`config.mk`:
```
export PLATFORM = sky130hd
export DESIGN_NAME = mtb_timebase
export DESIGN_NICKNAME = d
export VERILOG_FILES = /design/src/mtb_edge_event.v /design/src/mtb_timebase.v
export VERILOG_INCLUDE_DIRS = /design/src
export SDC_FILE = /design/constraint.sdc
export NUM_CORES = 1
export LEC_CHECK = 0
export ABC_AREA = 1
export ABC_CLOCK_PERIOD_IN_PS = 19500
export CAP_MARGIN = 40
export CORE_UTILIZATION = 50
export DETAILED_ROUTE_END_ITERATION = 8
export DONT_BUFFER_PORTS = 1
export PLACE_DENSITY = 0.66
export SKIP_CTS_REPAIR_TIMING = 1
export SLEW_MARGIN = 20
export SYNTH_ARGS = -nofsm -noshare
export SYNTH_HDL_FRONTEND = slang
export SYNTH_SLANG_ARGS = --single-unit
export TNS_END_PERCENT = 30
```
`constraint.sdc`:
```
create_clock -name mclk -period 19.5 [get_ports mclk]
set_input_delay 5.85 -clock mclk [delete_from_list [all_inputs] [get_ports mclk]]
set_output_delay 5.85 -clock mclk [all_outputs]
set_load 0.1 [all_outputs]
```
`src/mtb_map.vh`:
```
`ifndef MTB_MAP_VH
`define MTB_MAP_VH
// register byte offsets
`define MTB_CTRL        8'h00
`define MTB_TRIM        8'h04
`define MTB_CORR        8'h08
`define MTB_CORR_DIR    8'h0c
`define MTB_TOUT        8'h10
`define MTB_TIMER30     8'h14
`define MTB_TIMER24     8'h18
`define MTB_INT_STAT    8'h1c
`define MTB_INT_CLR     8'h20
`define MTB_INT_EN      8'h24
`define MTB_WAKE        8'h28
`define MTB_WAKE_DLY    8'h2c
`define MTB_STAMP_BASE  8'h40
`define MTB_STAMP_LAST  8'h5c
// ctrl fields
`define MTB_CTRL_REF16  0
`define MTB_CTRL_TOEN   1
// tick counts per ms, correction periods and layer count
`define MTB_CNT_A32     7'h41
`define MTB_CNT_B32     7'h42
`define MTB_CNT_16      7'h20
`define MTB_CORR40_MS   6'h28
`define MTB_MS_PER_S    10'h3e8
`define MTB_LAYERS      15
// irq bit positions and bus response codes
`define MTB_IRQ_MS      8
`define MTB_IRQ_TOUT    9
`define MTB_IRQ_KICK    10
`define MTB_IRQ_W       11
`define MTB_RESP_OKAY   2'h0
`define MTB_RESP_SLVERR 2'h2
`endif

```
`src/mtb_edge_event.v`:
```
`timescale 1ns/1ps
module mtb_edge_event (
  // clock and reset
  input  wire mclk,
  input  wire rst,
  // reference clock sampled synchronously
  input  wire ref_clk,
  // one pulse per edge
  output reg  clk_event
);
  reg ref_q;

  always @(posedge mclk or posedge rst) begin
    if (rst) begin
      ref_q     <= 1'b0;
      clk_event <= 1'b0;
    end else begin
      ref_q     <= ref_clk;
      clk_event <= ref_q ^ ref_clk;
    end
  end
endmodule

```
`src/mtb_timebase.v`:
```
// The register addresses and the AXI4-Lite register port were chosen for this implementation.
`timescale 1ns/1ps
`include "mtb_map.vh"
module mtb_timebase (
  // clock and reset
  input  wire        mclk,
  input  wire        rst,
  // reference clock
  input  wire        ref_clk,
  // axi4-lite write address
  input  wire [7:0]  s_axi_awaddr,
  input  wire        s_axi_awvalid,
  output wire        s_axi_awready,
  // axi4-lite write data
  input  wire [31:0] s_axi_wdata,
  input  wire [3:0]  s_axi_wstrb,
  input  wire        s_axi_wvalid,
  output wire        s_axi_wready,
  // axi4-lite write response
  output reg  [1:0]  s_axi_bresp,
  output reg         s_axi_bvalid,
  input  wire        s_axi_bready,
  // axi4-lite read address
  input  wire [7:0]  s_axi_araddr,
  input  wire        s_axi_arvalid,
  output wire        s_axi_arready,
  // axi4-lite read data
  output reg  [31:0] s_axi_rdata,
  output reg  [1:0]  s_axi_rresp,
  output reg         s_axi_rvalid,
  input  wire        s_axi_rready,
  // time stamp interrupt sources
  input  wire [7:0]  stamp_src,
  // power manager handshake
  output reg         power_manager_req,
  input  wire        power_manager_on,
  // sensor processing engine
  output reg         sensor_processing_engine_kick,
  output reg  [23:0] sensor_processing_engine_time,
  // interrupt
  output wire        irq
);
  localparam W_IDLE = 2'd0;
  localparam W_PWR  = 2'd1;
  localparam W_DLY  = 2'd2;

  wire        clk_event;
  reg  [31:0] ctrl;
  reg  [6:0]  trim;
  reg  [31:0] corr_en;
  reg  [15:0] corr_dir;
  reg  [7:0]  tout_period;
  reg  [29:0] timer30;
  reg  [10:0] int_stat;
  reg  [10:0] int_en;
  reg  [15:0] wake_dly;
  reg  [15:0] stamp [0:7];
  reg  [6:0]  ev_cnt;
  reg         phase;
  reg  [5:0]  ms40;
  reg  [9:0]  ms_in_s;
  reg  [13:0] sec_cnt;
  reg  signed [2:0] adj;
  reg  signed [4:0] layer_sum;
  reg  signed [8:0] next_target;
  reg  [6:0]  target;
  reg         ms_tick;
  reg  [7:0]  tout_cnt;
  reg         tout_tick;
  reg  [1:0]  wstate;
  reg  [15:0] wcnt;
  reg  [7:0]  stamp_q;
  reg  [7:0]  aw_addr;
  reg  [31:0] w_data;
  reg  [3:0]  w_strb;
  reg         aw_have;
  reg         w_have;
  reg  [10:0] ev_set;
  reg  [31:0] wr_old;
  wire [31:0] wr_new;
  integer     k;

  mtb_edge_event u_edge (
    .mclk      (mclk),
    .rst       (rst),
    .ref_clk   (ref_clk),
    .clk_event (clk_event)
  );

  function [31:0] merge;
    input [31:0] old;
    input [31:0] nw;
    input [3:0]  st;
    integer      b;
    begin
      for (b = 0; b < 4; b = b + 1)
        merge[b*8 +: 8] = st[b] ? nw[b*8 +: 8] : old[b*8 +: 8];
    end
  endfunction

  function is_stamp;
    input [7:0] a;
    begin
      is_stamp = (a >= `MTB_STAMP_BASE) && (a <= `MTB_STAMP_LAST) &&
                 (a[1:0] == 2'b00);
    end
  endfunction

  // old word of a narrow register, for byte-lane merging
  always @* begin
    if (aw_addr == `MTB_TRIM)
      wr_old = {25'd0, trim};
    else if (aw_addr == `MTB_CORR_DIR)
      wr_old = {16'd0, corr_dir};
    else if (aw_addr == `MTB_TOUT)
      wr_old = {24'd0, tout_period};
    else if (aw_addr == `MTB_WAKE_DLY)
      wr_old = {16'd0, wake_dly};
    else if (aw_addr == `MTB_INT_EN)
      wr_old = {21'd0, int_en};
    else
      wr_old = 32'h0000_0000;
  end
  assign wr_new = merge(wr_old, w_data, w_strb);

  // correction layers due at this second boundary
  always @* begin
    layer_sum = 5'sd0;
    for (k = 0; k < `MTB_LAYERS; k = k + 1) begin
      if (corr_en[k+1] && (ms_in_s == 10'd0) &&
          ((sec_cnt & ((14'd1 << k) - 14'd1)) == 14'd0)) begin
        if (corr_dir[k])
          layer_sum = layer_sum - 5'sd1;
        else
          layer_sum = layer_sum + 5'sd1;
      end
    end
  end

  // per-millisecond event count
  always @* begin
    if (ctrl[`MTB_CTRL_REF16])
      next_target = $signed({2'b00, `MTB_CNT_16});
    else if (phase)
      next_target = $signed({2'b00, `MTB_CNT_A32});
    else
      next_target = $signed({2'b00, `MTB_CNT_B32});
    next_target = next_target + $signed({2'b00, trim}) - 9'sd64;
    adj = (corr_en[0] && ms40 == 6'd0) ? 3'sd1 : 3'sd0;
    next_target = next_target + adj + layer_sum;
    if (next_target < 9'sd1)
      next_target = 9'sd1;
    else if (next_target > 9'sd127)
      next_target = 9'sd127;
  end

  always @(posedge mclk or posedge rst) begin
    if (rst) begin
      ev_cnt  <= 7'h00;
      phase   <= 1'b0;
      ms40    <= 6'h00;
      ms_in_s <= 10'h000;
      sec_cnt <= 14'h0000;
      target  <= `MTB_CNT_A32;
      ms_tick <= 1'b0;
    end else begin
      ms_tick <= 1'b0;
      if (clk_event) begin
        if (ev_cnt + 7'd1 >= target) begin
          ev_cnt  <= 7'h00;
          ms_tick <= 1'b1;
          phase   <= ~phase;
          target  <= next_target[6:0];
          ms40    <= (ms40 == `MTB_CORR40_MS - 6'd1) ? 6'h00 : ms40 + 6'd1;
          if (ms_in_s == `MTB_MS_PER_S - 10'd1) begin
            ms_in_s <= 10'h000;
            sec_cnt <= sec_cnt + 14'd1;
          end else begin
            ms_in_s <= ms_in_s + 10'd1;
          end
        end else begin
          ev_cnt <= ev_cnt + 7'd1;
        end
      end
    end
  end

  // timeout counter
  always @(posedge mclk or posedge rst) begin
    if (rst) begin
      tout_cnt  <= 8'h00;
      tout_tick <= 1'b0;
    end else begin
      tout_tick <= 1'b0;
      if (!ctrl[`MTB_CTRL_TOEN] || tout_period == 8'h00) begin
        tout_cnt <= 8'h00;
      end else if (ms_tick) begin
        if (tout_cnt + 8'd1 >= tout_period) begin
          tout_cnt  <= 8'h00;
          tout_tick <= 1'b1;
        end else begin
          tout_cnt <= tout_cnt + 8'd1;
        end
      end
    end
  end

  // wake-up sequencer
  always @(posedge mclk or posedge rst) begin
    if (rst) begin
      wstate <= W_IDLE;
      wcnt   <= 16'h0000;
      power_manager_req             <= 1'b0;
      sensor_processing_engine_kick <= 1'b0;
    end else begin
      sensor_processing_engine_kick <= 1'b0;
      case (wstate)
        W_IDLE: begin
          if (tout_tick) begin
            power_manager_req <= 1'b1;
            wstate <= W_PWR;
          end
        end
        W_PWR: begin
          if (power_manager_on) begin
            wcnt   <= wake_dly;
            wstate <= W_DLY;
          end
        end
        W_DLY: begin
          if (!power_manager_on) begin
            wstate <= W_PWR;
          end else if (ms_tick || wcnt == 16'h0000) begin
            if (wcnt == 16'h0000) begin
              sensor_processing_engine_kick <= 1'b1;
              power_manager_req <= 1'b0;
              wstate <= W_IDLE;
            end else begin
              wcnt <= wcnt - 16'd1;
            end
          end
        end
        default: wstate <= W_IDLE;
      endcase
    end
  end

  // bus handshake
  wire wr_go = aw_have && w_have && !s_axi_bvalid;
  assign s_axi_awready = !aw_have;
  assign s_axi_wready  = !w_have;
  assign s_axi_arready = !s_axi_rvalid;

  always @* begin
    ev_set = {3'b000, stamp_src & ~stamp_q};
    ev_set[`MTB_IRQ_MS]   = ms_tick;
    ev_set[`MTB_IRQ_TOUT] = tout_tick;
    ev_set[`MTB_IRQ_KICK] = sensor_processing_engine_kick;
  end
  assign irq = |(int_stat & int_en);

  always @(posedge mclk or posedge rst) begin
    if (rst) begin
      aw_have <= 1'b0;
      w_have  <= 1'b0;
      aw_addr <= 8'h00;
      w_data  <= 32'h0000_0000;
      w_strb  <= 4'h0;
      s_axi_bvalid <= 1'b0;
      s_axi_bresp  <= `MTB_RESP_OKAY;
      ctrl     <= 32'h0000_0000;
      trim     <= 7'h40;
      corr_en  <= 32'h0000_0000;
      corr_dir <= 16'h0000;
      tout_period <= 8'h00;
      wake_dly <= 16'h0000;
      int_en   <= 11'h000;
    end else begin
      if (s_axi_awvalid && !aw_have) begin
        aw_have <= 1'b1;
        aw_addr <= s_axi_awaddr;
      end
      if (s_axi_wvalid && !w_have) begin
        w_have <= 1'b1;
        w_data <= s_axi_wdata;
        w_strb <= s_axi_wstrb;
      end
      if (s_axi_bvalid && s_axi_bready)
        s_axi_bvalid <= 1'b0;
      if (wr_go) begin
        aw_have <= 1'b0;
        w_have  <= 1'b0;
        s_axi_bvalid <= 1'b1;
        s_axi_bresp  <= `MTB_RESP_OKAY;
        if (aw_addr == `MTB_CTRL)
          ctrl <= merge(ctrl, w_data, w_strb) & 32'h0000_0003;
        else if (aw_addr == `MTB_TRIM)
          trim <= wr_new[6:0];
        else if (aw_addr == `MTB_CORR)
          corr_en <= merge(corr_en, w_data, w_strb) & 32'h0000_ffff;
        else if (aw_addr == `MTB_CORR_DIR)
          corr_dir <= wr_new[15:0] & 16'h7fff;
        else if (aw_addr == `MTB_TOUT)
          tout_period <= wr_new[7:0];
        else if (aw_addr == `MTB_WAKE_DLY)
          wake_dly <= wr_new[15:0];
        else if (aw_addr == `MTB_INT_EN)
          int_en <= wr_new[10:0];
        else if (aw_addr == `MTB_TIMER30 || aw_addr == `MTB_INT_CLR)
          s_axi_bresp <= `MTB_RESP_OKAY;
        else
          s_axi_bresp <= `MTB_RESP_SLVERR;
      end
    end
  end

  // timers, stamps and status
  wire t30_wr = wr_go && aw_addr == `MTB_TIMER30;
  wire clr_wr = wr_go && aw_addr == `MTB_INT_CLR;

  always @(posedge mclk or posedge rst) begin
    if (rst) begin
      timer30  <= 30'h0000_0000;
      sensor_processing_engine_time <= 24'h00_0000;
      int_stat <= 11'h000;
      stamp_q  <= 8'h00;
    end else begin
      stamp_q <= stamp_src;
      if (t30_wr)
        timer30 <= w_data[29:0];
      else if (ms_tick)
        timer30 <= timer30 + 30'd1;
      if (ms_tick)
        sensor_processing_engine_time <=
          sensor_processing_engine_time + 24'd1;
      int_stat <= (int_stat & ~(clr_wr ? w_data[10:0] : 11'h000)) | ev_set;
    end
  end

  genvar g;
  generate
    for (g = 0; g < 8; g = g + 1) begin : g_stamp
      always @(posedge mclk or posedge rst) begin
        if (rst)
          stamp[g] <= 16'h0000;
        else if (stamp_src[g] && !stamp_q[g] && int_en[g])
          stamp[g] <= sensor_processing_engine_time[15:0];
      end
    end
  endgenerate

  // read channel
  always @(posedge mclk or posedge rst) begin
    if (rst) begin
      s_axi_rvalid <= 1'b0;
      s_axi_rdata  <= 32'h0000_0000;
      s_axi_rresp  <= `MTB_RESP_OKAY;
    end else if (s_axi_rvalid) begin
      if (s_axi_rready)
        s_axi_rvalid <= 1'b0;
    end else if (s_axi_arvalid) begin
      s_axi_rvalid <= 1'b1;
      s_axi_rresp  <= `MTB_RESP_OKAY;
      if (s_axi_araddr == `MTB_CTRL)
        s_axi_rdata <= ctrl;
      else if (s_axi_araddr == `MTB_TRIM)
        s_axi_rdata <= {25'd0, trim};
      else if (s_axi_araddr == `MTB_CORR)
        s_axi_rdata <= corr_en;
      else if (s_axi_araddr == `MTB_CORR_DIR)
        s_axi_rdata <= {16'd0, corr_dir};
      else if (s_axi_araddr == `MTB_TOUT)
        s_axi_rdata <= {24'd0, tout_period};
      else if (s_axi_araddr == `MTB_TIMER30)
        s_axi_rdata <= {2'b00, timer30};
      else if (s_axi_araddr == `MTB_TIMER24)
        s_axi_rdata <= {8'd0, sensor_processing_engine_time};
      else if (s_axi_araddr == `MTB_INT_STAT)
        s_axi_rdata <= {21'd0, int_stat};
      else if (s_axi_araddr == `MTB_INT_EN)
        s_axi_rdata <= {21'd0, int_en};
      else if (s_axi_araddr == `MTB_WAKE)
        s_axi_rdata <= {29'd0, wstate == W_DLY, wstate == W_PWR,
                        power_manager_req};
      else if (s_axi_araddr == `MTB_WAKE_DLY)
        s_axi_rdata <= {16'd0, wake_dly};
      else if (is_stamp(s_axi_araddr))
        s_axi_rdata <= {16'd0, stamp[s_axi_araddr[4:2]]};
      else if (s_axi_araddr == `MTB_INT_CLR) begin
        s_axi_rdata <= 32'h0000_0000;
      end else begin
        s_axi_rdata <= 32'h0000_0000;
        s_axi_rresp <= `MTB_RESP_SLVERR;
      end
    end
  end
endmodule

```
==> results of run 1 <==
-- layout by cell type (no fill, tap or decap), types with 55 or more instances in the layout --
| cell | n |
|---|---|
| inv_1 | 375 |
| ha_1 | 82 |
| a21oi_1 | 132 |
| o21ai_0 | 378 |
| clkbuf_16 | 55 |
| o22ai_1 | 80 |
| dfrtp_1 | 426 |
| nand3_1 | 154 |
| nor2_1 | 186 |
| xor2_1 | 86 |
| nand2_1 | 596 |
-- worst max path at each step --
stage,start,slack (ns),end,cells after the start
after floorplan,rst,1.71,aw_addr[0],1
after global placement,ms_in_s[0],3.53,target[1],86
after detailed placement,ms_in_s[0],3.10,target[4],86
after CTS,ms_in_s[0],3.06,target[4],86
after global routing,ms_in_s[0],1.67,target[5],86
final,ms_in_s[0],2.95,target[5],86
-- per-stage QoR --
| stage | cells | util | worst slack [ns] | cell area [sq um] | hold WS (ns) |
|---|---|---|---|---|---|
| 3_3_place_gp | 3517 | 0.519 | 3.53 | 24800 | 0.422 |
| 5_1_grt | 3717 | 0.591 | 1.67 | 28200 | 0.452 |
| 6_report | 3718 | 0.591 | 2.95 | 28200 | 0.434 |
| 2_1_floorplan | 2988 | - | 1.71 | 24200 | 0.417 |
| 4_1_cts | 3680 | 0.582 | 3.06 | 27800 | 0.436 |
| 3_5_place_dp | 3594 | 0.548 | 3.10 | 26200 | 0.429 |
-- cells by family after synthesis --
kind of cell / share of synthesized area
DFF: 0.444
buffers and inverters: 0.0802
xor gates and xnor gates: 0.0351
muxes: 0.00729
and+or+nand+nor: 0.205
adders and majority gates: 0.0598
other: 0.000155
AOI/OAI and AO/OA: 0.169
-- registers in the layout, indices dropped and copies added (netlist names), 10 cells and up --
name,flops
stamp,128
s_axi_rdata,30
timer30,30
w_data,30
sensor_processing_engine_time,24
corr_en,16
wake_dly,16
wcnt,16
corr_dir,15
sec_cnt,14
int_en,11
int_stat,11
ms_in_s,10
-- per-layer routing --
layer,GRT usage,vias up,routed length (um),part of all wire
met5,0,-,0,0
met2,0.476,840,34100,0.46
met1,0.400,10403,31600,0.43
li1,-,10124,-,-
met4,0.105,0,2480,0.033
met3,0.0618,157,5810,0.078
-- cell type report --
class | instances | area, sq um
fill | 4101 | 19500
inverter | 395 | 1520
clock buffer | 67 | 1310
antenna | 4 | 10.0
multi-input combinational | 2053 | 11600
timing repair buffer | 136 | 2050
clock inverter | 19 | 280
sequential | 429 | 10700
tap | 615 | 769
-- where the power goes --
part / internal (mW) / total [mW] / leakage [nW] / switching (mW)
sequential: 1.06 / 1.23 / 5.71 / 0.176
combinational: 0.335 / 1.01 / 7.00 / 0.672
clock: 0.540 / 0.924 / 0.772 / 0.384
==> impl_metrics.json, run 1 <==
{
  "status": "complete, no violations",
  "gp_congestion": 0.963,
  "async_flop_share": 1.00,
  "synth.top_cell.area_share": 0.440,
  "path_buf_inv": 13,
  "synth.distinct_cells": 65,
  "overflow": 0,
  "drcViolationCount": 0,
  "wl_per_cell_um": 19.9,
  "worst_ep_required_time_ns": 19.92,
  "clkLatencyLatePin_ns": 0.62,
  "grt_pass1_vias": 20848,
  "timing_hold_violations_final": 0,
  "syn-mean-instance-area_sq_um": 8.11,
  "synth_cells": 2985,
  "critPathTopFamily": "adder cells",
  "core_sq_um": 47700,
  "setup_tns_ns": 0,
  "cts_tree": "done",
  "area_growth_pct": 16.6,
  "antenna_found_initial": 4,
  "reg2reg_from": "ms_in_s[0]",
  "synth_ff_type": "dfrtp_1",
  "cp-start-kind": "flip-flop",
  "critPathKind": "reg -> reg",
  "clock_skew_ns": 0.0379,
  "hold_path.class": "reg -> reg",
  "synth_common_cells": "nand2_1, dfrtp_1, o21ai_0",
  "worstReg2RegEnd": "target[5]",
  "io_buffers": 0,
  "grt_max_degree": 174,
  "max-vdd-ir-drop_mv": 0.134,
  "fin_crit_ns": 16.55,
  "drt-initial-drc-count": 1873,
  "clockBufferDepth": 3,
  "start_util": 0.507,
  "numCtsBuffers": 48,
  "drv_slew": 0,
  "worst_path_most_repeated_cell": "nand2_1",
  "arrival_ns": 16.97,
  "htreeDepth": 2,
  "worstSetupEndpointType": "flip-flop",
  "vias_per_cell": 5.79,
  "detail-route-antenna-nets": 0,
  "synthMostInstantiatedCell": "nand2_1",
  "powerDensity_nw_per_um2": 112,
  "min_to": "u_edge.clk_event",
  "worstHoldStart": "u_edge.ref_q",
  "vias": 21524,
  "min_path_cells": 1,
  "die_height_um": 222,
  "yosysSeqAreaShare": 0.444,
  "dieArea_sq_um": 49300,
  "tightest_slew_ns": 0.944,
  "cp_max_fo": 8,
  "r2r_slack_ns": 2.95,
  "syn_area_sq_um": 24200,
  "p_leak_nw": 13.5,
  "worstRegToRegCells": 86,
  "synth_seq_cells": 429,
  "fin_nets": 3235,
  "clk_pin_slew_ns": 0.06,
  "die_w_um": 222,
  "slowest_delay_ns": 0.77,
  "grt_usage": 0.297,
  "ys.warnings.count": 0,
  "drive_above_1_share": 0.0871,
  "drt-total-wl_um": 74000,
  "relSlewSlack": 0.371,
  "fmax_mhz": 60.4,
  "io_pins": 137,
  "period_share": 0.849,
  "drv_cap": 0,
  "cts_sinks": 429,
  "setup_viol": 0,
  "cpMaxStageDelayCell": "o311ai_1",
  "hpwlAfterDp_um": 53700,
  "rsz0062_at_grt": "no",
  "grt_pass1_wl_um": 115000,
  "cts_root_buffer": "clkbuf_16",
  "std_cell_rows": 80,
  "total_power_mw": 3.17,
  "synthTopCellsByArea": "dfrtp_1, nand2_1, o21ai_0, inv_1, ha_1",
  "synth_edf_count": 0,
  "dr.pass1.iters": 6,
  "yosys.area.top_type": "dfrtp_1"
}
No activity file was read; power rests on OpenSTA's default activity.
==> run 2, diff against run 1 <==
ABC_CLOCK_PERIOD_IN_PS = 14900   (was 19500)
PLACE_DENSITY = 0.69   (was 0.66)
clock period = 14.9 ns   (was 19.5 ns; I/O delays follow)
==> run 2 against run 1 <==
Effect of this change:
- clock skew fell by 0.011 ns
- worst setup slack got worse by 2.4 ns
- global-route usage rose by 0.47 points
- combinational power rose by 38%
- sequential share of layout area fell by 0.74 points
- largest cell class unchanged
- first-iteration DRC count rose by 20%
- total power rose by 31%
- worst hold slack got worse by 0.0020 ns
- sequential power rose by 32%
- critical path type unchanged
- sequential cell count did not move
- largest power group unchanged
- non-clock buffer count rose by 44
- critical endpoint is now target[0]
- clock power rose by 23%
==> impl_metrics.json, run 2 (synthesis gave the netlist of run 1 again) <==
{
  "status": "complete, no violations",
  "core_sq_um": 47700,
  "timing_hold_violations_final": 0,
  "drt-initial-drc-count": 2243,
  "wl_per_cell_um": 20.4,
  "cts_root_buffer": "clkbuf_16",
  "slowest_delay_ns": 0.55,
  "p_comb_frac": 0.335,
  "powerDensity_nw_per_um2": 144,
  "max-vdd-ir-drop_mv": 0.158,
  "fmax_mhz": 69.5,
  "total_power_mw": 4.15,
  "p_int_mw": 2.51,
  "die_w_um": 222,
  "multi_input_area_sq_um": 11900,
  "die_height_um": 222,
  "drv_cap": 0,
  "arrival_ns": 14.91,
  "tightest_slew_ns": 0.912,
  "worstSetupEndpointType": "flip-flop",
  "overflow": 0,
  "stdcell_area_sq_um": 28800,
  "place_inst": 3618,
  "antenna_found_initial": 1,
  "pwr-share-seq": 0.391,
  "start_util": 0.507,
  "p_sw_frac": 0.395,
  "clockBufferDepth": 3,
  "dp_slack_ns": -0.200,
  "grt_max_degree": 186,
  "grt_pass1_vias": 21145,
  "io_buffers": 0,
  "final_cells": 3752,
  "fin_crit_ns": 14.39,
  "cts_tree": "done",
  "largest_register": "stamp",
  "vias": 22006,
  "fin_nets": 3276,
  "drive_above_1_share": 0.121,
  "io_pins": 137,
  "critPathTopFamily": "adder cells",
  "placed_cell_area_sq_um": 26400,
  "cp_max_fo": 5,
  "largest_reg_flops": 128,
  "setup_tns_ns": 0,
  "layout_common_cells": "nand2_1, dfrtp_1, o21ai_0, inv_1, nor2_1",
  "holdWs_ns": 0.432,
  "std_cell_rows": 80,
  "p_leak_nw": 13.6,
  "cp-start-kind": "flip-flop",
  "dr.pass1.iters": 6,
  "layout_commonest_cell": "nand2_1",
  "area_growth_pct": 19.0,
  "drcViolationCount": 0,
  "clock_skew_ns": 0.0269,
  "power.switching_mw": 1.64,
  "htreeDepth": 2,
  "drt-total-wl_um": 76500,
  "period_share": 0.966,
  "nFillCells": 3925,
  "vias_per_cell": 5.87,
  "grt_usage": 0.302,
  "clkPwrFrac": 0.274,
  "hpwlAfterDp_um": 54300,
  "detail-route-antenna-nets": 0,
  "drv_slew": 0,
  "clkLatencyLatePin_ns": 0.60,
  "final_util": 0.603,
  "relSlewSlack": 0.392,
  "critPathKind": "reg -> reg",
  "seq_area_sq_um": 10700,
  "setup_ws_ns": 0.511,
  "dieArea_sq_um": 49300,
  "clk_pin_slew_ns": 0.06,
  "worst_path_most_repeated_cell": "nand2_1",
  "setup_viol": 0,
  "r2r_slack_ns": 0.51,
  "gp_congestion": 0.980,
  "path_buf_inv": 16,
  "cpMaxStageDelayCell": "fa_2",
  "numCtsBuffers": 45,
  "hold_path.class": "reg -> reg",
  "worst_ep_required_time_ns": 15.42,
  "grt_pass1_wl_um": 117000,
  "cts_sinks": 429
}
-- run 2: cell count changes in the layout (fill, tap and decap cells not counted), moves of 12 or more --
| cell | delta |
|---|---|
| inv_2 | +13 |
| buf_4 | +44 |
| inv_1 | -13 |
| ha_4 | +12 |
| a21oi_1 | -12 |
| ha_1 | -13 |
-- run 2: final timing paths --
kind                         startpoint                to  cells past startpoint
min in group asynchronous           rst         wstate[0]                      1
hold reg to reg            u_edge.ref_q  u_edge.clk_event                      1
setup reg to reg             ms_in_s[2]         target[0]                     89
setup / recovery             ms_in_s[2]         target[0]                     89
hold / removal             u_edge.ref_q  u_edge.clk_event                      1
max in group asynchronous           rst         target[6]                      5
-- run 2: area by class of cell --
| type | count | share of cell area |
|---|---|---|
| tap | 615 | 0.0267 |
| clock inverter | 14 | 0.00478 |
| antenna | 1 | 0.0000869 |
| timing repair buffer | 180 | 0.0827 |
| sequential | 429 | 0.373 |
| multi-input combinational | 2053 | 0.414 |
| inverter | 395 | 0.0526 |
| clock buffer | 65 | 0.0459 |
-- run 2: metal layers --
| metal | vias up | track usage | part of all wire |
|---|---|---|---|
| met5 | - | 0 | 0.00017 |
| met4 | 2 | 0.120 | 0.037 |
| met3 | 168 | 0.0580 | 0.080 |
| met2 | 944 | 0.489 | 0.48 |
| met1 | 10694 | 0.400 | 0.41 |
| li1 | 10198 | - | - |
-- run 2: power groups by stage --
stage,Clock (mW),Sequential (mW),Combinational [mW]
floorplan,0,1.64,0.794
global placement,0,1.69,1.05
detailed placement,0,1.63,1.30
CTS,1.15,1.61,1.31
global route,1.19,1.64,1.52
finish,1.14,1.62,1.39
==> run 3, diff against run 2 <==
SYNTH_HIERARCHICAL = 1   (was unset)
==> run 3 against run 2 <==
Effect of this change:
- worst hold slack gained 0.0041 ns
- largest cell class unchanged
- wire length grew 5.1%
- clock power grew 15%
==> impl_metrics.json, run 3 <==
{
  "period_share": 0.963,
  "pwr-share-seq": 0.371,
  "setup_ws_ns": 0.556,
  "core_sq_um": 47600,
  "syn-mean-instance-area_sq_um": 8.19,
  "p_comb_frac": 0.329,
  "fmax_mhz": 69.7,
  "worstSetupEndpointType": "flip-flop",
  "synth_edf_count": 0,
  "powerDensity_nw_per_um2": 147,
  "layout_common_cells": "nand2_1, dfrtp_1, inv_1, o21ai_0, nor2_1",
  "cp_max_fo": 7,
  "synthAdderAreaFrac": 0.0601,
  "cp-start-kind": "flip-flop",
  "dp_slack_ns": -0.731,
  "path_buf_inv": 16,
  "dieArea_sq_um": 49000,
  "vias_per_cell": 5.91,
  "cpMaxStageDelayCell": "fa_1",
  "grt_max_degree": 202,
  "synthMostInstantiatedCell": "nand2_1",
  "syn_area_sq_um": 24100,
  "grt_pass1_wl_um": 121000,
  "yosys.area.top_type": "dfrtp_1",
  "drive_above_1_share": 0.137,
  "clockBufferDepth": 3,
  "grt_usage": 0.318,
  "drt-initial-drc-count": 2088,
  "fin_nets": 3292,
  "clkPwrFrac": 0.300,
  "start_util": 0.505,
  "ys.warnings.count": 6,
  "cts_sinks": 429,
  "stdcell_area_sq_um": 29700,
  "io_pins": 137,
  "io_buffers": 0,
  "worst_ep_required_time_ns": 15.42,
  "synth_seq_cells": 429,
  "async_flop_share": 1.00,
  "drv_cap": 0,
  "worst_path_most_repeated_cell": "fa_1",
  "placed_cell_area_sq_um": 27000,
  "route.met2.wl_um": 37700,
  "drt-total-wl_um": 80400,
  "setup_viol": 0,
  "n_antenna_cell": 0,
  "synth_ff_type": "dfrtp_1",
  "clkLatencyLatePin_ns": 0.62,
  "cts_tree": "done",
  "clock_skew_ns": 0.0329,
  "antenna_found_initial": 4,
  "relSlewSlack": 0.343,
  "grt_pass1_vias": 22072,
  "synthTopCellsByArea": "dfrtp_1, nand2_1, o21ai_0, inv_1, ha_1",
  "htreeDepth": 2,
  "drv_slew": 0,
  "max-vdd-ir-drop_mv": 0.139,
  "place_inst": 3652,
  "yosys.area_share.simple": 0.197,
  "status": "complete, no violations",
  "gp_congestion": 0.960,
  "dr_wl_met3_um": 6940,
  "synth_cells": 2940,
  "cts_root_buffer": "clkbuf_16",
  "synth.distinct_cells": 55,
  "synthXorXnorAreaFrac": 0.0425,
  "vias": 22288,
  "hpwlAfterDp_um": 56700,
  "final_util": 0.623,
  "setup_tns_ns": 0,
  "met1_length_um": 32400,
  "synth_mux_area_frac": 0.0109,
  "layout_commonest_cell": "nand2_1",
  "power.switching_mw": 1.70,
  "p_leak_nw": 14.0,
  "area_growth_pct": 23.4,
  "arrival_ns": 14.86,
  "yosysSeqAreaShare": 0.446,
  "synth.top_cell.area_share": 0.443,
  "drcViolationCount": 0,
  "die_w_um": 221,
  "p_int_mw": 2.67,
  "overflow": 0,
  "critPathTopFamily": "adder cells",
  "largest_register": "stamp",
  "critPathKind": "reg -> reg",
  "timing_hold_violations_final": 0,
  "wl_per_cell_um": 21.3,
  "maxUsedRoutingLayer": "met5",
  "die_height_um": 221,
  "fin_crit_ns": 14.34,
  "numCtsBuffers": 48,
  "tightest_slew_ns": 0.977,
  "largest_reg_flops": 128,
  "p_sw_frac": 0.389,
  "dr.pass1.iters": 8,
  "hold_path.class": "reg -> reg",
  "synth_common_cells": "nand2_1, dfrtp_1, inv_1",
  "std_cell_rows": 80,
  "synth_top_family_by_area": "simple AND/OR/NAND/NOR gates",
  "final_cells": 3772,
  "clk_pin_slew_ns": 0.06,
  "detail-route-antenna-nets": 0,
  "slowest_delay_ns": 0.55,
  "synth_compound_area_frac": 0.164
}
-- run 3: cell count changes in the layout (fill, tap and decap cells not counted), sizes merged, moves of 11 or more --
cell    before  now
nand2      626  569
buf        155  219
xor2        86  102
nand3      167  178
a21oi      132  121
o21ai      381  370
nor4        16   28
o21bai      13    2
-- run 3: metrics by stage --
step                      hold slack, ns  power [mW]
final                              0.436        4.37
after global routing               0.471        4.56
after CTS                          0.440        4.29
after detailed placement           0.441        2.98
after global placement             0.431        2.78
after floorplan                    0.425        2.43
-- run 3: worst paths after layout --
| check | from | to | slack [ns] | cells after the start |
|---|---|---|---|---|
| worst max-delay path | ms_in_s[1] | target[0] | 0.56 | 77 |
| worst min-delay path | stamp_q[3] | int_stat[3] | 0.44 | 1 |
| worst max register to register | ms_in_s[1] | target[0] | 0.56 | 77 |
| worst min register to register | stamp_q[3] | int_stat[3] | 0.44 | 1 |
| max in group asynchronous | rst | stamp[51] | 9.19 | 5 |
| min in group asynchronous | rst | u_edge/ref_q | 3.62 | 1 |
-- run 3: power by group through the flow --
| stage | sequential (mW) | clock (mW) | combinational, mW |
|---|---|---|---|
| floorplan | 1.64 | 0 | 0.789 |
| global placement | 1.71 | 0 | 1.07 |
| detailed placement | 1.63 | 0 | 1.34 |
| CTS | 1.62 | 1.32 | 1.35 |
| global route | 1.64 | 1.36 | 1.56 |
| finish | 1.62 | 1.31 | 1.44 |
-- run 3: layout make-up --
| cell class | instances | area (sq um) |
|---|---|---|
| fill | 3932 | 18000 |
| multi-input combinational | 2016 | 11900 |
| sequential | 429 | 10700 |
| timing repair buffer | 233 | 3010 |
| inverter | 392 | 1480 |
| clock buffer | 67 | 1420 |
| tap | 615 | 769 |
| clock inverter | 20 | 343 |
-- run 3: worst reg2reg max path, delay by kind of cell, from the launching register on --
family / cells / cell delay (ns)
and+or+nand+nor: 29 / 3.07
buffers and inverters: 16 / 1.17
AOI/OAI and AO/OA: 9 / 1.48
xor gates and xnor gates: 5 / 1.03
DFF: 1 / 0.39
adders and majority gates: 18 / 7.10
-- run 3: cells by family (layout without fill, tap and decap cells) --
group,after synthesis,after routing
adder cells (fa/ha/maj),103,103
other,1,4
flip-flops,429,429
buffers and inverters,498,712
XOR/XNOR,116,116
AO/OA/AOI/OAI,692,692
multiplexers,24,24
AND/OR/NAND/NOR,1077,1077
-- run 3: layer usage --
metal,up-vias,global-route usage
met5,-,0
met4,6,0.134
met3,226,0.0774
met2,995,0.513
met1,10853,0.407
li1,10208,-
